**config.mk**
```make
export PLATFORM = sky130hd
export DESIGN_NAME = cps_top
export DESIGN_NICKNAME = d
export VERILOG_FILES = /design/src/core/cps_pkg.sv /design/src/core/cps_timebase.sv /design/src/core/cps_top.sv
export VERILOG_INCLUDE_DIRS = /design/src /design/src/core
export SDC_FILE = /design/constraint.sdc
export NUM_CORES = 1
export LEC_CHECK = 0
export BUFFER_PORTS_ARGS = -buffer_cell sky130_fd_sc_hd__buf_4
export CELL_PAD_IN_SITES_DETAIL_PLACEMENT = 1
export CELL_PAD_IN_SITES_GLOBAL_PLACEMENT = 1
export CORE_ASPECT_RATIO = 0.9
export CORE_MARGIN = 10
export CORE_UTILIZATION = 30
export DETAILED_ROUTE_END_ITERATION = 10
export PLACE_DENSITY = 0.6
export SLEW_MARGIN = 40
export SYNTH_ARGS = -nofsm -noshare
export SYNTH_HDL_FRONTEND = slang
export SYNTH_HIERARCHICAL = 1
export SYNTH_SLANG_ARGS = --single-unit
```
**constraint.sdc**
```tcl
create_clock -name CLK -period 3.51 [get_ports CLK]
set_input_delay 0.351 -clock CLK [delete_from_list [all_inputs] [get_ports CLK]]
set_output_delay 0.351 -clock CLK [all_outputs]
set_load 0.02 [all_outputs]
```
**src/core/cps_cfg.svh**
```systemverilog
// What this block does
// - Three capture prescalers (1, 4, 16) chosen by mode field
// - Prescaler counter zero when off or in a non-capture mode
// - Every reset clears the prescaler counter
// - Prescaler change between capture modes keeps counter
// - Sixteen-bit timer is the capture time base
// - Timer clocked by four selectable sources
// - Internal-clocked timer stops counting during sleep
// - Timer resumes from held value after wake
// - External-clocked timer keeps capturing during sleep
// - Captured value shown as high and low bytes
`ifndef CPS_CFG_SVH
`define CPS_CFG_SVH

`define CPS_MODE_W          4
`define CPS_MODE_OFF        4'h0
`define CPS_MODE_FALL_1     4'h4
`define CPS_MODE_RISE_1     4'h5
`define CPS_MODE_RISE_4     4'h6
`define CPS_MODE_RISE_16    4'h7

`define CPS_PRE_W           4
`define CPS_PRE_RST         4'h0
`define CPS_PRE_ONE         4'h1
`define CPS_PRE_LAST_1      4'h0
`define CPS_PRE_LAST_4      4'h3
`define CPS_PRE_LAST_16     4'hf

`define CPS_TMR_W           16
`define CPS_TMR_RST         16'h0000
`define CPS_TMR_ONE         16'h0001
`define CPS_BYTE_W          8
`define CPS_BYTE_RST        8'h00
`define CPS_HI_MSB          15
`define CPS_HI_LSB          8
`define CPS_LO_MSB          7
`define CPS_LO_LSB          0

`define CPS_DIV_W           2
`define CPS_DIV_RST         2'h0
`define CPS_DIV_ONE         2'h1
`define CPS_DIV_LAST        2'h3

`define CPS_SRC_W           2
`define CPS_NUM_PINS        3
`define CPS_PIN_CAPT        0
`define CPS_PIN_TCKI        1
`define CPS_PIN_SOSC        2

`endif

```
**src/core/cps_pkg.sv**
```systemverilog
`include "cps_cfg.svh"
package cps_pkg;
  typedef logic [`CPS_MODE_W-1:0] cps_mode_t;
  typedef logic [`CPS_PRE_W-1:0]  cps_pre_t;
  typedef logic [`CPS_TMR_W-1:0]  cps_count_t;
  typedef logic [`CPS_BYTE_W-1:0] cps_byte_t;
  typedef logic [`CPS_DIV_W-1:0]  cps_div_t;

  // Declaration order gives the 2-bit source field encoding 0..3
  typedef enum logic [`CPS_SRC_W-1:0] {
    CPS_SRC_FOSC,
    CPS_SRC_INSTR,
    CPS_SRC_SOSC,
    CPS_SRC_TCKI
  } cps_src_e;
endpackage

```
**src/core/cps_timebase.sv**
```systemverilog
`timescale 1ns/1ps
`include "cps_cfg.svh"
module cps_timebase
  import cps_pkg::*;
(
  // Clock and reset
  input  wire logic       clk,
  input  wire logic       rst,
  input  wire logic       ce,
  // Control
  input  wire cps_src_e   src,
  input  wire logic       run,
  input  wire logic       sleep,
  // Synchronised external clock edges
  input  wire logic       sosc_rise,
  input  wire logic       tcki_rise,
  // Count
  output cps_count_t      count,
  output logic            internal_src
);

  cps_div_t   div_q;
  cps_div_t   div_d;
  cps_count_t count_q;
  cps_count_t count_d;
  logic       tick;

  assign internal_src = (src == CPS_SRC_FOSC) || (src == CPS_SRC_INSTR);
  assign count        = count_q;

  always_comb begin
    div_d = div_q;
    tick  = 1'b0;
    case (src)
      CPS_SRC_FOSC:  tick = ~sleep;
      CPS_SRC_INSTR: begin
        // Divider freezes in sleep so the phase is kept on wake
        if (!sleep) begin
          div_d = div_q + `CPS_DIV_ONE;
          tick  = (div_q == `CPS_DIV_LAST);
        end
      end
      CPS_SRC_SOSC:  tick = sosc_rise;
      CPS_SRC_TCKI:  tick = tcki_rise;
      default:       tick = 1'b0;
    endcase
  end

  always_comb begin
    count_d = count_q;
    // No reset on wake; the count simply resumes from where it stopped
    if (run && tick) begin
      count_d = count_q + `CPS_TMR_ONE;
    end
  end

  always_ff @(posedge clk) begin
    if (rst) begin
      div_q   <= `CPS_DIV_RST;
      count_q <= `CPS_TMR_RST;
    end else if (ce) begin
      div_q   <= div_d;
      count_q <= count_d;
    end
  end

endmodule

```
**src/core/cps_top.sv**
```systemverilog
`timescale 1ns/1ps
`include "cps_cfg.svh"
module cps_top
  import cps_pkg::*;
(
  // Clock, reset, enable
  input  wire logic       CLK,
  input  wire logic       SYS_RST,
  input  wire logic       CLK_EN,
  // Capture control
  input  wire cps_mode_t  CAPTURE_MODE_SELECT,
  input  wire logic [1:0] CLOCK_SOURCE_SELECT,
  input  wire logic       TIMER_ON,
  input  wire logic       SLEEP,
  input  wire logic       FLAG_CLEAR,
  // Pins
  input  wire logic       CAPTURE_PIN,
  input  wire logic       TIMER_EXT_CLOCK_INPUT,
  input  wire logic       SECONDARY_OSC_INPUT,
  // Results
  output cps_byte_t       CAPTURE_VALUE_HIGH,
  output cps_byte_t       CAPTURE_VALUE_LOW,
  output logic            CAPTURE_EVENT_FLAG,
  output cps_count_t      TIMER_COUNT
);

  // Modes that count input edges through the prescaler
  function automatic logic is_capture_mode(input cps_mode_t m);
    is_capture_mode = (m == `CPS_MODE_FALL_1)  ||
                      (m == `CPS_MODE_RISE_1)  ||
                      (m == `CPS_MODE_RISE_4)  ||
                      (m == `CPS_MODE_RISE_16);
  endfunction

  // Last count value before a capture fires, per mode
  function automatic cps_pre_t pre_last(input cps_mode_t m);
    case (m)
      `CPS_MODE_RISE_4:  pre_last = `CPS_PRE_LAST_4;
      `CPS_MODE_RISE_16: pre_last = `CPS_PRE_LAST_16;
      default:           pre_last = `CPS_PRE_LAST_1;
    endcase
  endfunction

  // Two-stage synchronisers plus a history stage for edge detection
  // History resets low to match an idle pin; a pin that idles high would
  // show one false rising edge after reset
  logic [`CPS_NUM_PINS-1:0] pin_in;
  logic [`CPS_NUM_PINS-1:0] meta_q;
  logic [`CPS_NUM_PINS-1:0] meta_d;
  logic [`CPS_NUM_PINS-1:0] sync_q;
  logic [`CPS_NUM_PINS-1:0] sync_d;
  logic [`CPS_NUM_PINS-1:0] hist_q;
  logic [`CPS_NUM_PINS-1:0] hist_d;
  logic [`CPS_NUM_PINS-1:0] rise;
  logic [`CPS_NUM_PINS-1:0] fall;

  assign pin_in[`CPS_PIN_CAPT] = CAPTURE_PIN;
  assign pin_in[`CPS_PIN_TCKI] = TIMER_EXT_CLOCK_INPUT;
  assign pin_in[`CPS_PIN_SOSC] = SECONDARY_OSC_INPUT;

  genvar gi;
  generate
    for (gi = 0; gi < `CPS_NUM_PINS; gi = gi + 1) begin : g_sync
      always_comb begin
        meta_d[gi] = pin_in[gi];
        sync_d[gi] = meta_q[gi];
        hist_d[gi] = sync_q[gi];
        rise[gi]   = sync_q[gi] & ~hist_q[gi];
        fall[gi]   = ~sync_q[gi] & hist_q[gi];
      end

      always_ff @(posedge CLK) begin
        if (SYS_RST) begin
          meta_q[gi] <= 1'b0;
          sync_q[gi] <= 1'b0;
          hist_q[gi] <= 1'b0;
        end else if (CLK_EN) begin
          meta_q[gi] <= meta_d[gi];
          sync_q[gi] <= sync_d[gi];
          hist_q[gi] <= hist_d[gi];
        end
      end
    end
  endgenerate

  // Time base
  cps_src_e   src;
  cps_count_t tmr_count;
  logic       tmr_internal;

  assign src = cps_src_e'(CLOCK_SOURCE_SELECT);

  cps_timebase u_timebase (
    .clk          (CLK),
    .rst          (SYS_RST),
    .ce           (CLK_EN),
    .src          (src),
    .run          (TIMER_ON),
    .sleep        (SLEEP),
    .sosc_rise    (rise[`CPS_PIN_SOSC]),
    .tcki_rise    (rise[`CPS_PIN_TCKI]),
    .count        (tmr_count),
    .internal_src (tmr_internal)
  );

  // Prescaler and capture
  cps_pre_t   pre_q;
  cps_pre_t   pre_d;
  cps_byte_t  hi_q;
  cps_byte_t  hi_d;
  cps_byte_t  lo_q;
  cps_byte_t  lo_d;
  logic       flag_q;
  logic       flag_d;
  cps_count_t cnt_q;
  cps_count_t cnt_d;
  logic       capt_mode;
  logic       capt_active;
  logic       edge_seen;
  logic       fire;
  cps_pre_t   pre_limit;
  cps_byte_t  count_hi;
  cps_byte_t  count_lo;

  assign capt_mode = is_capture_mode(CAPTURE_MODE_SELECT);
  assign pre_limit = pre_last(CAPTURE_MODE_SELECT);
  assign count_hi  = tmr_count[`CPS_HI_MSB:`CPS_HI_LSB];
  assign count_lo  = tmr_count[`CPS_LO_MSB:`CPS_LO_LSB];

  // With an internal source the capture logic is asleep too; only the
  // external sources keep the unit capturing through sleep
  assign capt_active = capt_mode && !(SLEEP && tmr_internal);

  always_comb begin
    edge_seen = 1'b0;
    case (CAPTURE_MODE_SELECT)
      `CPS_MODE_FALL_1:  edge_seen = fall[`CPS_PIN_CAPT];
      `CPS_MODE_RISE_1,
      `CPS_MODE_RISE_4,
      `CPS_MODE_RISE_16: edge_seen = rise[`CPS_PIN_CAPT];
      default:           edge_seen = 1'b0;
    endcase
  end

  always_comb begin
    pre_d = pre_q;
    fire  = 1'b0;
    if (!capt_mode) begin
      pre_d = `CPS_PRE_RST;
    end else if (capt_active && edge_seen) begin
      // Switching to a smaller prescaler leaves the old count in place;
      // the >= compare then fires early, which is the false capture that
      // software avoids by turning the unit off first
      if (pre_q >= pre_limit) begin
        fire  = 1'b1;
        pre_d = `CPS_PRE_RST;
      end else begin
        pre_d = pre_q + `CPS_PRE_ONE;
      end
    end
  end

  always_ff @(posedge CLK) begin
    if (SYS_RST) begin
      pre_q <= `CPS_PRE_RST;
    end else if (CLK_EN) begin
      pre_q <= pre_d;
    end
  end

  // Capture registers and flag
  always_comb begin
    hi_d   = hi_q;
    lo_d   = lo_q;
    flag_d = flag_q;
    if (FLAG_CLEAR) begin
      flag_d = 1'b0;
    end
    // Set wins over a clear in the same cycle, so an event is never lost
    // while software is acknowledging the previous one
    if (fire) begin
      hi_d   = count_hi;
      lo_d   = count_lo;
      flag_d = 1'b1;
    end
  end

  always_ff @(posedge CLK) begin
    if (SYS_RST) begin
      hi_q   <= `CPS_BYTE_RST;
      lo_q   <= `CPS_BYTE_RST;
      flag_q <= 1'b0;
    end else if (CLK_EN) begin
      hi_q   <= hi_d;
      lo_q   <= lo_d;
      flag_q <= flag_d;
    end
  end

  // Registered copy of the count, one cycle behind the live counter
  always_comb begin
    cnt_d = tmr_count;
  end

  always_ff @(posedge CLK) begin
    if (SYS_RST) begin
      cnt_q <= `CPS_TMR_RST;
    end else if (CLK_EN) begin
      cnt_q <= cnt_d;
    end
  end

  assign CAPTURE_VALUE_HIGH = hi_q;
  assign CAPTURE_VALUE_LOW  = lo_q;
  assign CAPTURE_EVENT_FLAG = flag_q;
  assign TIMER_COUNT        = cnt_q;

endmodule

```
==> flow_summary.yaml, run 1 <==
outcome:
  status: "finished, final reports clean"
timing:
  grt_setup_unrepaired: "false"
  finalMaxSlewViolations: 0
  finalHoldViolations: 0
  finalSetupTns_ns: 0
  max_freq_ghz: 0.416
  min_period_over_period: 0.685
  relSlewSlack: 0.529
  finalSetupViolCount: 0
  post-route-min-period_ns: 2.41
  finalClockSkew_ns: 0.00641
  worst_slew_pin_slew_ns: 0.706
setup_path:
  worstPathRequired_ns: 3.72
  critPathKind: "input port to flop"
  worst_path_most_repeated_cell: "buf_4"
  path_delay_family: "simple AND/OR/NAND/NOR gates"
  end_kind: "flop"
  worstPathCellList: "buf_4, and2b_2, and2_1, nand2_1, ha_1, o211ai_1, o21ai_1, nand3_1, buf_4, mux2i_1, nor2_1"
  arrival_ns: 2.61
  critPathLaunchType: "input port"
  slowest_delay_ns: 0.44
  cp_slowest_cell: "nand3_1"
  critPathMaxFanout: 10
  path_buf_inv: 2
cts:
  cts_setup_buffers: 0
  cts-root-buf: "clkbuf_8"
  clkTransAtPathRegs_ns: 0.07
  numClockSinks: 64
  cts_tree: "done"
  cts_resized: 0
  clock_latency_ns: 0.34
  numCtsBuffers: 9
  htreeDepth: 3
  postCtsHoldBufs: 0
  clockBufferDepth: 2
detailed_routing:
  drt_first_pass_iters: 4
  drc: 0
  post_drt_via_cell_ratio: 4.93
  wirelength_um: 7100
  drtIter0Drc: 66
  ant_nets: 0
  drt-wirelength-per-cell_um: 15.2
  vias: 2297
global_routing:
  grt_pass1_wl_um: 12200
  overflow: 0
  grt_start_max_net_pins: 68
  grt_pass1_vias: 2411
  grt_usage: 0.108
  antenna_found_initial: 0
layout:
  layout.cells.non_filler: 466
  stdcell_area_mm2: 0.00350
  syn_to_final_growth_pct: 24.2
  antenna_cells: 0
  nNetsFinal: 361
  final_cell_mix: "dfxtp_1, buf_4, nor2_1, mux2i_1, a21oi_1"
  drive_gt1_frac: 0.218
  layout_commonest_cell: "dfxtp_1"
die:
  die_w_um: 122
  die_area_mm2: 0.0137
  core_area_mm2: 0.00913
  num_io_pins: 48
  die_h_um: 112
  rows: 33
  initial_core_util: 0.309
yosys:
  ys_ff_latch: 64
  ys_warn_count: 6
  synth_area_mm2: 0.00282
  syn_inst: 295
  yosysSeqAreaShare: 0.455
  ys_types: 45
  synth_edf_count: 0
  synth_flop_cell: "dfxtp_1"
  syn-mean-instance-area_um2: 9.54
  synth_fp_nets: 317
  async_flop_share: 0
place:
  port_buffers: 47
  hpwl_um: 5030
  dpl_cell_area_mm2: 0.00326
  dp_cells: 450
  gp_congestion: 0.783
power_and_ir_drop:
  ir_worst_vdd_v: 0.000216
  power_leakage_nw: 1.55
  power.density_mw_per_mm2: 448
job:
  max-cap-violations: 0
worst_hold_path:
  min_path_type: "input port to flop"
Yosys cell counts (all sizes together), types with 2 or more instances:
| library cell | count | area share |
|---|---|---|
| nor4 | 2 | 0.0044 |
| mux2 | 3 | 0.012 |
| inv | 7 | 0.0093 |
| o21ai | 8 | 0.016 |
| and3 | 2 | 0.0044 |
| nor2 | 47 | 0.063 |
| dfxtp | 64 | 0.46 |
| mux2i | 42 | 0.15 |
| buf | 8 | 0.017 |
| nor3 | 2 | 0.0036 |
| or4 | 12 | 0.033 |
| a21oi | 18 | 0.032 |
| clkbuf | 9 | 0.012 |
| nand3 | 7 | 0.012 |
| and2 | 2 | 0.0044 |
| nand2 | 13 | 0.017 |
| or3 | 3 | 0.0067 |
| or4b | 2 | 0.0084 |
| nor2b | 6 | 0.013 |
| o31ai | 10 | 0.027 |
| nand4 | 3 | 0.0067 |
| ha | 7 | 0.031 |
| nor3b | 2 | 0.0093 |
| o41ai | 2 | 0.0062 |
| nand3b | 2 | 0.0053 |
worst paths after layout:
kind / endpoint / cells after the start / from / slack [ns]
max: CAPTURE_VALUE_HIGH[0]$_SDFFE_PP0P_ / 11 / CAPTURE_MODE_SELECT[3] / 1.10
min: meta_q[0]$_SDFFE_PP0P_ / 3 / CAPTURE_PIN / 0.25
max reg2reg: CAPTURE_VALUE_HIGH[0]$_SDFFE_PP0P_ / 8 / pre_q[0]$_SDFFE_PP0P_ / 1.30
min reg2reg: CAPTURE_EVENT_FLAG$_SDFFE_PP0P_ / 2 / CAPTURE_EVENT_FLAG$_SDFFE_PP0P_ / 0.46
kinds of logic (layout without fill, tap and decap cells):
family / after synthesis / in the layout / synth area share
xor gates and xnor gates: 1 / 1 / 0.00311
buffers and inverters: 24 / 73 / 0.0387
muxes: 45 / 45 / 0.161
and+or+nand+nor: 112 / 112 / 0.214
DFF: 64 / 64 / 0.455
AOI/OAI and AO/OA: 42 / 42 / 0.0964
adders and majority gates: 7 / 7 / 0.0311
power by group:
group	total, mW	internal [mW]	switching (mW)
combinational	0.0739	0.0302	0.0436
sequential	0.735	0.731	0.00404
clock	0.759	0.469	0.289
total	1.57	1.23	0.337
metal layers:
metal	vias to the layer above	global-route usage	wire length (µm)
met4	0	0.0345	72
met1	1108	0.126	3330
li1	1145	-	-
met2	38	0.173	3270
met5	-	0	0
met3	6	0.0465	435
tightest hold or removal path: stages:
cell and delay, ns:
buf_4 0.08, mux2i_1 0.05, nor2_1 0.07
registers in the layout, indices dropped and copies added, names as in the netlist:
register and cells:
TIMER_COUNT 16, u_timebase/count 16, CAPTURE_VALUE_HIGH 8, CAPTURE_VALUE_LOW 8, pre_q 4, hist_d 3
hist_q 3, meta_q 3, u_timebase/div_q 2, CAPTURE_EVENT_FLAG 1
area by class of cell:
cell class | instances | area [µm²]
multi-input combinational | 207 | 1430
sequential | 64 | 1280
fill | 1050 | 5630
clock inverter | 6 | 108
timing repair buffer | 50 | 375
inverter | 7 | 26.3
tap | 122 | 153
clock buffer | 10 | 128
per-stage QoR:
stage               total power, mW  setup WS (ns)  hold WS (ns)  utilization
global placement              0.825          0.864         0.446        0.357
CTS                            1.60           1.09         0.229        0.383
detailed placement            0.827          0.724         0.460        0.357
global route                   1.64          0.914         0.250        0.383
floorplan                     0.800           1.38         0.458            -
finish                         1.57           1.10         0.245        0.383
Power figures use the tool's default switching activity.
==> run 2: changes to the inputs <==
Clock period 3.51 ns to 2.35 ns, I/O delays scaled along.
==> run 2 against run 1 <==
Compared with the run above: power increased by 42%; sequential power is 50% higher; routed wire length hardly changed; critical path depth decreased by 6; first-iteration DRC count up 7.6%; global-route usage is 0.16 points lower; flip-flop and latch count stayed put; clock skew hardly changed; cell count rose by 0.64%; critical path type is now flop to flop; non-clock buffer count grew 3; utilization increased by 0.055 points.
==> flow_summary.yaml, run 2 (same netlist as run 1, synthesis figures left out) <==
cts:
  numCtsBuffers: 9
  cts_setup_buffers: 0
  clkTransAtPathRegs_ns: 0.07
  cts_resized: 0
  clockBufferDepth: 2
  cts_tree: "done"
  numClockSinks: 64
  htreeDepth: 3
  cts-root-buf: "clkbuf_8"
  postCtsHoldBufs: 0
  clock_latency_ns: 0.33
layout:
  antenna_cells: 0
  layout_commonest_cell: "dfxtp_1"
  layout.cells.non_filler: 469
  final_cell_mix: "dfxtp_1, buf_4, nor2_1, mux2i_1, a21oi_1"
  nNetsFinal: 364
  drive_gt1_frac: 0.225
  syn_to_final_growth_pct: 24.4
timing:
  finalClockSkew_ns: 0.00669
  finalHoldViolations: 0
  fin_ws_ns: 0.258
  min_period_over_period: 0.890
  whs_ns: 0.143
  finalSetupViolCount: 0
  max_freq_ghz: 0.478
  relSlewSlack: 0.628
  finalMaxSlewViolations: 0
  grt_setup_unrepaired: "false"
  worst_slew_pin_slew_ns: 0.558
  post-route-min-period_ns: 2.09
  finalSetupTns_ns: 0
detailed_routing:
  drc: 0
  vias: 2296
  ant_nets: 0
  post_drt_via_cell_ratio: 4.90
  wirelength_um: 7110
  drt_first_pass_iters: 3
  drtIter0Drc: 71
  drt-wirelength-per-cell_um: 15.1
place:
  gp_congestion: 0.799
  hpwl_um: 5100
  dp_slack_ns: 0.114
  dp_cells: 453
  port_buffers: 47
outcome:
  status: "finished, final reports clean"
setup_path:
  rrSetupSlack_ns: 0.26
  arrival_ns: 2.35
  critPathMaxFanout: 9
  critPathKind: "flop to flop"
  end_kind: "flop"
  critPathLaunchType: "flop"
  worstPathRequired_ns: 2.61
global_routing:
  grt_usage: 0.106
  grt_pass1_wl_um: 12000
  grt_start_max_net_pins: 54
  grt_pass1_vias: 2396
  antenna_found_initial: 0
  overflow: 0
die:
  initial_core_util: 0.309
  die_area_mm2: 0.0137
  die_w_um: 122
  num_io_pins: 48
  die_h_um: 112
  core_area_mm2: 0.00913
  rows: 33
power_and_ir_drop:
  p_total_mw: 2.22
  power.density_mw_per_mm2: 634
  power_leakage_nw: 1.56
  ir_worst_vdd_v: 0.000244
job:
  max-cap-violations: 0
worst_hold_path:
  min_path_type: "input port to flop"
[run 2: cell types whose count changed in the layout (fill, tap and decap cells not counted)]
| cell | delta |
|---|---|
| buf_4 | +3 |
| bufinv_16 | -2 |
| clkinvlp_4 | -1 |
| clkbuf_8 | +4 |
| clkinv_2 | -1 |
[run 2: metal layers]
metal,vias up,GRT usage,part of all wire
li1,1146,-,-
met5,-,0,0
met4,0,0.0377,0.0063
met3,4,0.0348,0.047
met2,34,0.173,0.47
met1,1112,0.128,0.48
[run 2: stage by stage]
| stage | cell area (µm²) | utilization |
|---|---|---|
| final | 3500 | 0.384 |
| after global routing | 3500 | 0.384 |
| after CTS | 3500 | 0.384 |
| after detailed placement | 3280 | 0.360 |
| after global placement | 3280 | 0.360 |
| after floorplan | 2820 | - |
[run 2: final timing paths]
kind                                   startpoint                          endpoint  depth (start not counted)
hold reg to reg   CAPTURE_EVENT_FLAG$_SDFFE_PP0P_   CAPTURE_EVENT_FLAG$_SDFFE_PP0P_                          2
setup reg to reg           hist_d[2]$_SDFFE_PP0P_  u_timebase/count[9]$_SDFFE_PP0P_                          5
setup / recovery           hist_d[2]$_SDFFE_PP0P_  u_timebase/count[9]$_SDFFE_PP0P_                          5
hold / removal                        CAPTURE_PIN            meta_q[0]$_SDFFE_PP0P_                          3
[run 2: critical path, cell delays in order, from the launching register on]
cell,delay (ns)
dfxtp_1,0.34
nor2b_1,0.22
nor3b_4,0.07
or4_1,0.70
or4_1,0.53
a21oi_1,0.15
[run 2: cell type report]
type / count / area, µm²
clock buffer: 14 / 183
clock inverter: 2 / 35.0
fill: 1052 / 5620
inverter: 7 / 26.3
multi-input combinational: 207 / 1430
sequential: 64 / 1280
tap: 122 / 153
timing repair buffer: 53 / 398
[run 2: where the power goes]
group | leakage, nW | internal, mW | switching, mW
clock | 0.113 | 0.605 | 0.403
sequential | 0.516 | 1.09 | 0.00596
combinational | 0.929 | 0.0472 | 0.0657
total | 1.56 | 1.74 | 0.474
==> run 3: changes to the inputs <==
Settings changed: CTS_BUF_LIST set to sky130_fd_sc_hd__clkbuf_8.
==> run 3 against run 2 <==
Compared with the run above: register-to-register slack about the same; setup slack is the same; via count unchanged; hold slack did not move; critical path type unchanged; largest cell class unchanged; largest power group unchanged; highest routed layer unchanged.
==> flow_summary.yaml, run 3 (same netlist as run 1, synthesis figures left out) <==
detailed_routing:
  ant_nets: 0
  drtIter0Drc: 71
  post_drt_via_cell_ratio: 4.90
  drc: 0
  wirelength_um: 7110
  drt_first_pass_iters: 3
  vias: 2296
  drt-wirelength-per-cell_um: 15.1
setup_path:
  r2r-start: "hist_d[2]$_SDFFE_PP0P_"
  cp_slowest_cell: "or4_1"
  critPathKind: "flop to flop"
  critPathLaunchType: "flop"
  rrSetupSlack_ns: 0.26
  end_kind: "flop"
  worstPathCellList: "nor2b_1, nor3b_4, or4_1, or4_1, a21oi_1"
  worst_path_most_repeated_cell: "or4_1"
  path_delay_family: "simple AND/OR/NAND/NOR gates"
  worstPathRequired_ns: 2.61
  slowest_delay_ns: 0.70
  path_buf_inv: 0
  critPathMaxFanout: 9
  worstRegToRegCells: 5
  worst-path-stages: 5
  r2r-end: "u_timebase/count[9]$_SDFFE_PP0P_"
  arrival_ns: 2.35
global_routing:
  grt_start_max_net_pins: 54
  grt_pass1_vias: 2396
  overflow: 0
  grt_pass1_wl_um: 12000
  grt_usage: 0.106
  antenna_found_initial: 0
timing:
  relSlewSlack: 0.628
  finalMaxSlewViolations: 0
  min_period_over_period: 0.890
  post-route-min-period_ns: 2.09
  grt_setup_unrepaired: "false"
  worst_slew_pin_slew_ns: 0.558
  finalSetupTns_ns: 0
  finalClockSkew_ns: 0.00669
  finalSetupViolCount: 0
  max_freq_ghz: 0.478
  fin_ws_ns: 0.258
  finalHoldViolations: 0
layout:
  nNetsFinal: 364
  layout_commonest_cell: "dfxtp_1"
  fin_util: 0.384
  drive_gt1_frac: 0.225
  antenna_cells: 0
  final_cell_mix: "dfxtp_1, buf_4, nor2_1, mux2i_1, a21oi_1"
  layout.cells.non_filler: 469
  syn_to_final_growth_pct: 24.4
place:
  hpwl_um: 5100
  dp_slack_ns: 0.114
  port_buffers: 47
  dp_cells: 453
  gp_congestion: 0.799
power_and_ir_drop:
  ir_worst_vdd_v: 0.000244
  power.density_mw_per_mm2: 633
  power_leakage_nw: 1.56
  p_total_mw: 2.21
die:
  num_io_pins: 48
  initial_core_util: 0.309
  rows: 33
  die_w_um: 122
  core_area_mm2: 0.00913
  die_area_mm2: 0.0137
  die_h_um: 112
worst_hold_path:
  min_from: "CAPTURE_PIN"
  min_path_type: "input port to flop"
  holdPathStages: 3
  hold-path-endpoint: "meta_q[0]$_SDFFE_PP0P_"
job:
  max-cap-violations: 0
cts:
  clockBufferDepth: 2
  postCtsHoldBufs: 0
  cts_tree: "done"
  cts-root-buf: "clkbuf_8"
  numClockSinks: 64
  clock_latency_ns: 0.33
  clkTransAtPathRegs_ns: 0.07
  cts_resized: 0
  htreeDepth: 3
  numCtsBuffers: 9
  cts_setup_buffers: 0
outcome:
  status: "finished, final reports clean"
==> run 3: cell count changes in the layout (fill, tap and decap cells not counted), sizes merged <==
cell	change
clkbuf	-1
inv	+1
==> run 3: per-layer routing <==
| metal | wire length [µm] | up-vias | GRT usage | part of all wire |
|---|---|---|---|---|
| li1 | - | 1146 | - | - |
| met1 | 3410 | 1112 | 0.128 | 0.48 |
| met2 | 3310 | 34 | 0.173 | 0.47 |
| met3 | 337 | 4 | 0.0348 | 0.047 |
| met4 | 45 | 0 | 0.0377 | 0.0063 |
| met5 | 0 | - | 0 | 0 |
==> run 3: where the power goes <==
| part | internal [mW] | switching [mW] |
|---|---|---|
| sequential | 1.09 | 0.00596 |
| clock | 0.601 | 0.403 |
| combinational | 0.0472 | 0.0657 |
==> run 3: worst max-delay path by stage <==
| stage | endpoint | from | slack [ns] |
|---|---|---|---|
| detailed placement | CAPTURE_VALUE_LOW[7]$_SDFFE_PP0P_ | CAPTURE_MODE_SELECT[3] | 0.11 |
| finish | u_timebase/count[9]$_SDFFE_PP0P_ | hist_d[2]$_SDFFE_PP0P_ | 0.26 |
| CTS | u_timebase/count[9]$_SDFFE_PP0P_ | hist_d[2]$_SDFFE_PP0P_ | 0.26 |
| global placement | CAPTURE_VALUE_HIGH[5]$_SDFFE_PP0P_ | CAPTURE_MODE_SELECT[3] | 0.23 |
| floorplan | CAPTURE_VALUE_HIGH[0]$_SDFFE_PP0P_ | CAPTURE_MODE_SELECT[3] | 0.33 |
| global route | u_timebase/count[12]$_SDFFE_PP0P_ | u_timebase/count[0]$_SDFFE_PP0P_ | 0.12 |
==> run 3: worst reg2reg max path, cell delays in order, from the launching register on <==
cell and delay (ns):
dfxtp_1 0.34, nor2b_1 0.22, nor3b_4 0.07, or4_1 0.70, or4_1 0.53, a21oi_1 0.15
==> run 3: layout make-up <==
| type | instances | area, µm² |
|---|---|---|
| Fill cell | 1052 | 5620 |
| Clock inverter | 3 | 38.8 |
| Sequential cell | 64 | 1280 |
| Inverter | 7 | 26.3 |
| Timing Repair Buffer | 53 | 398 |
| Tap cell | 122 | 153 |
| Multi-Input combinational cell | 207 | 1430 |
| Clock buffer | 13 | 179 |
==> run 3: stage by stage <==
stage	area [µm²]	hold slack, ns
finish	3500	0.143
global route	3500	0.135
CTS	3500	0.126
detailed placement	3280	0.451
global placement	3280	0.445
floorplan	2820	0.382
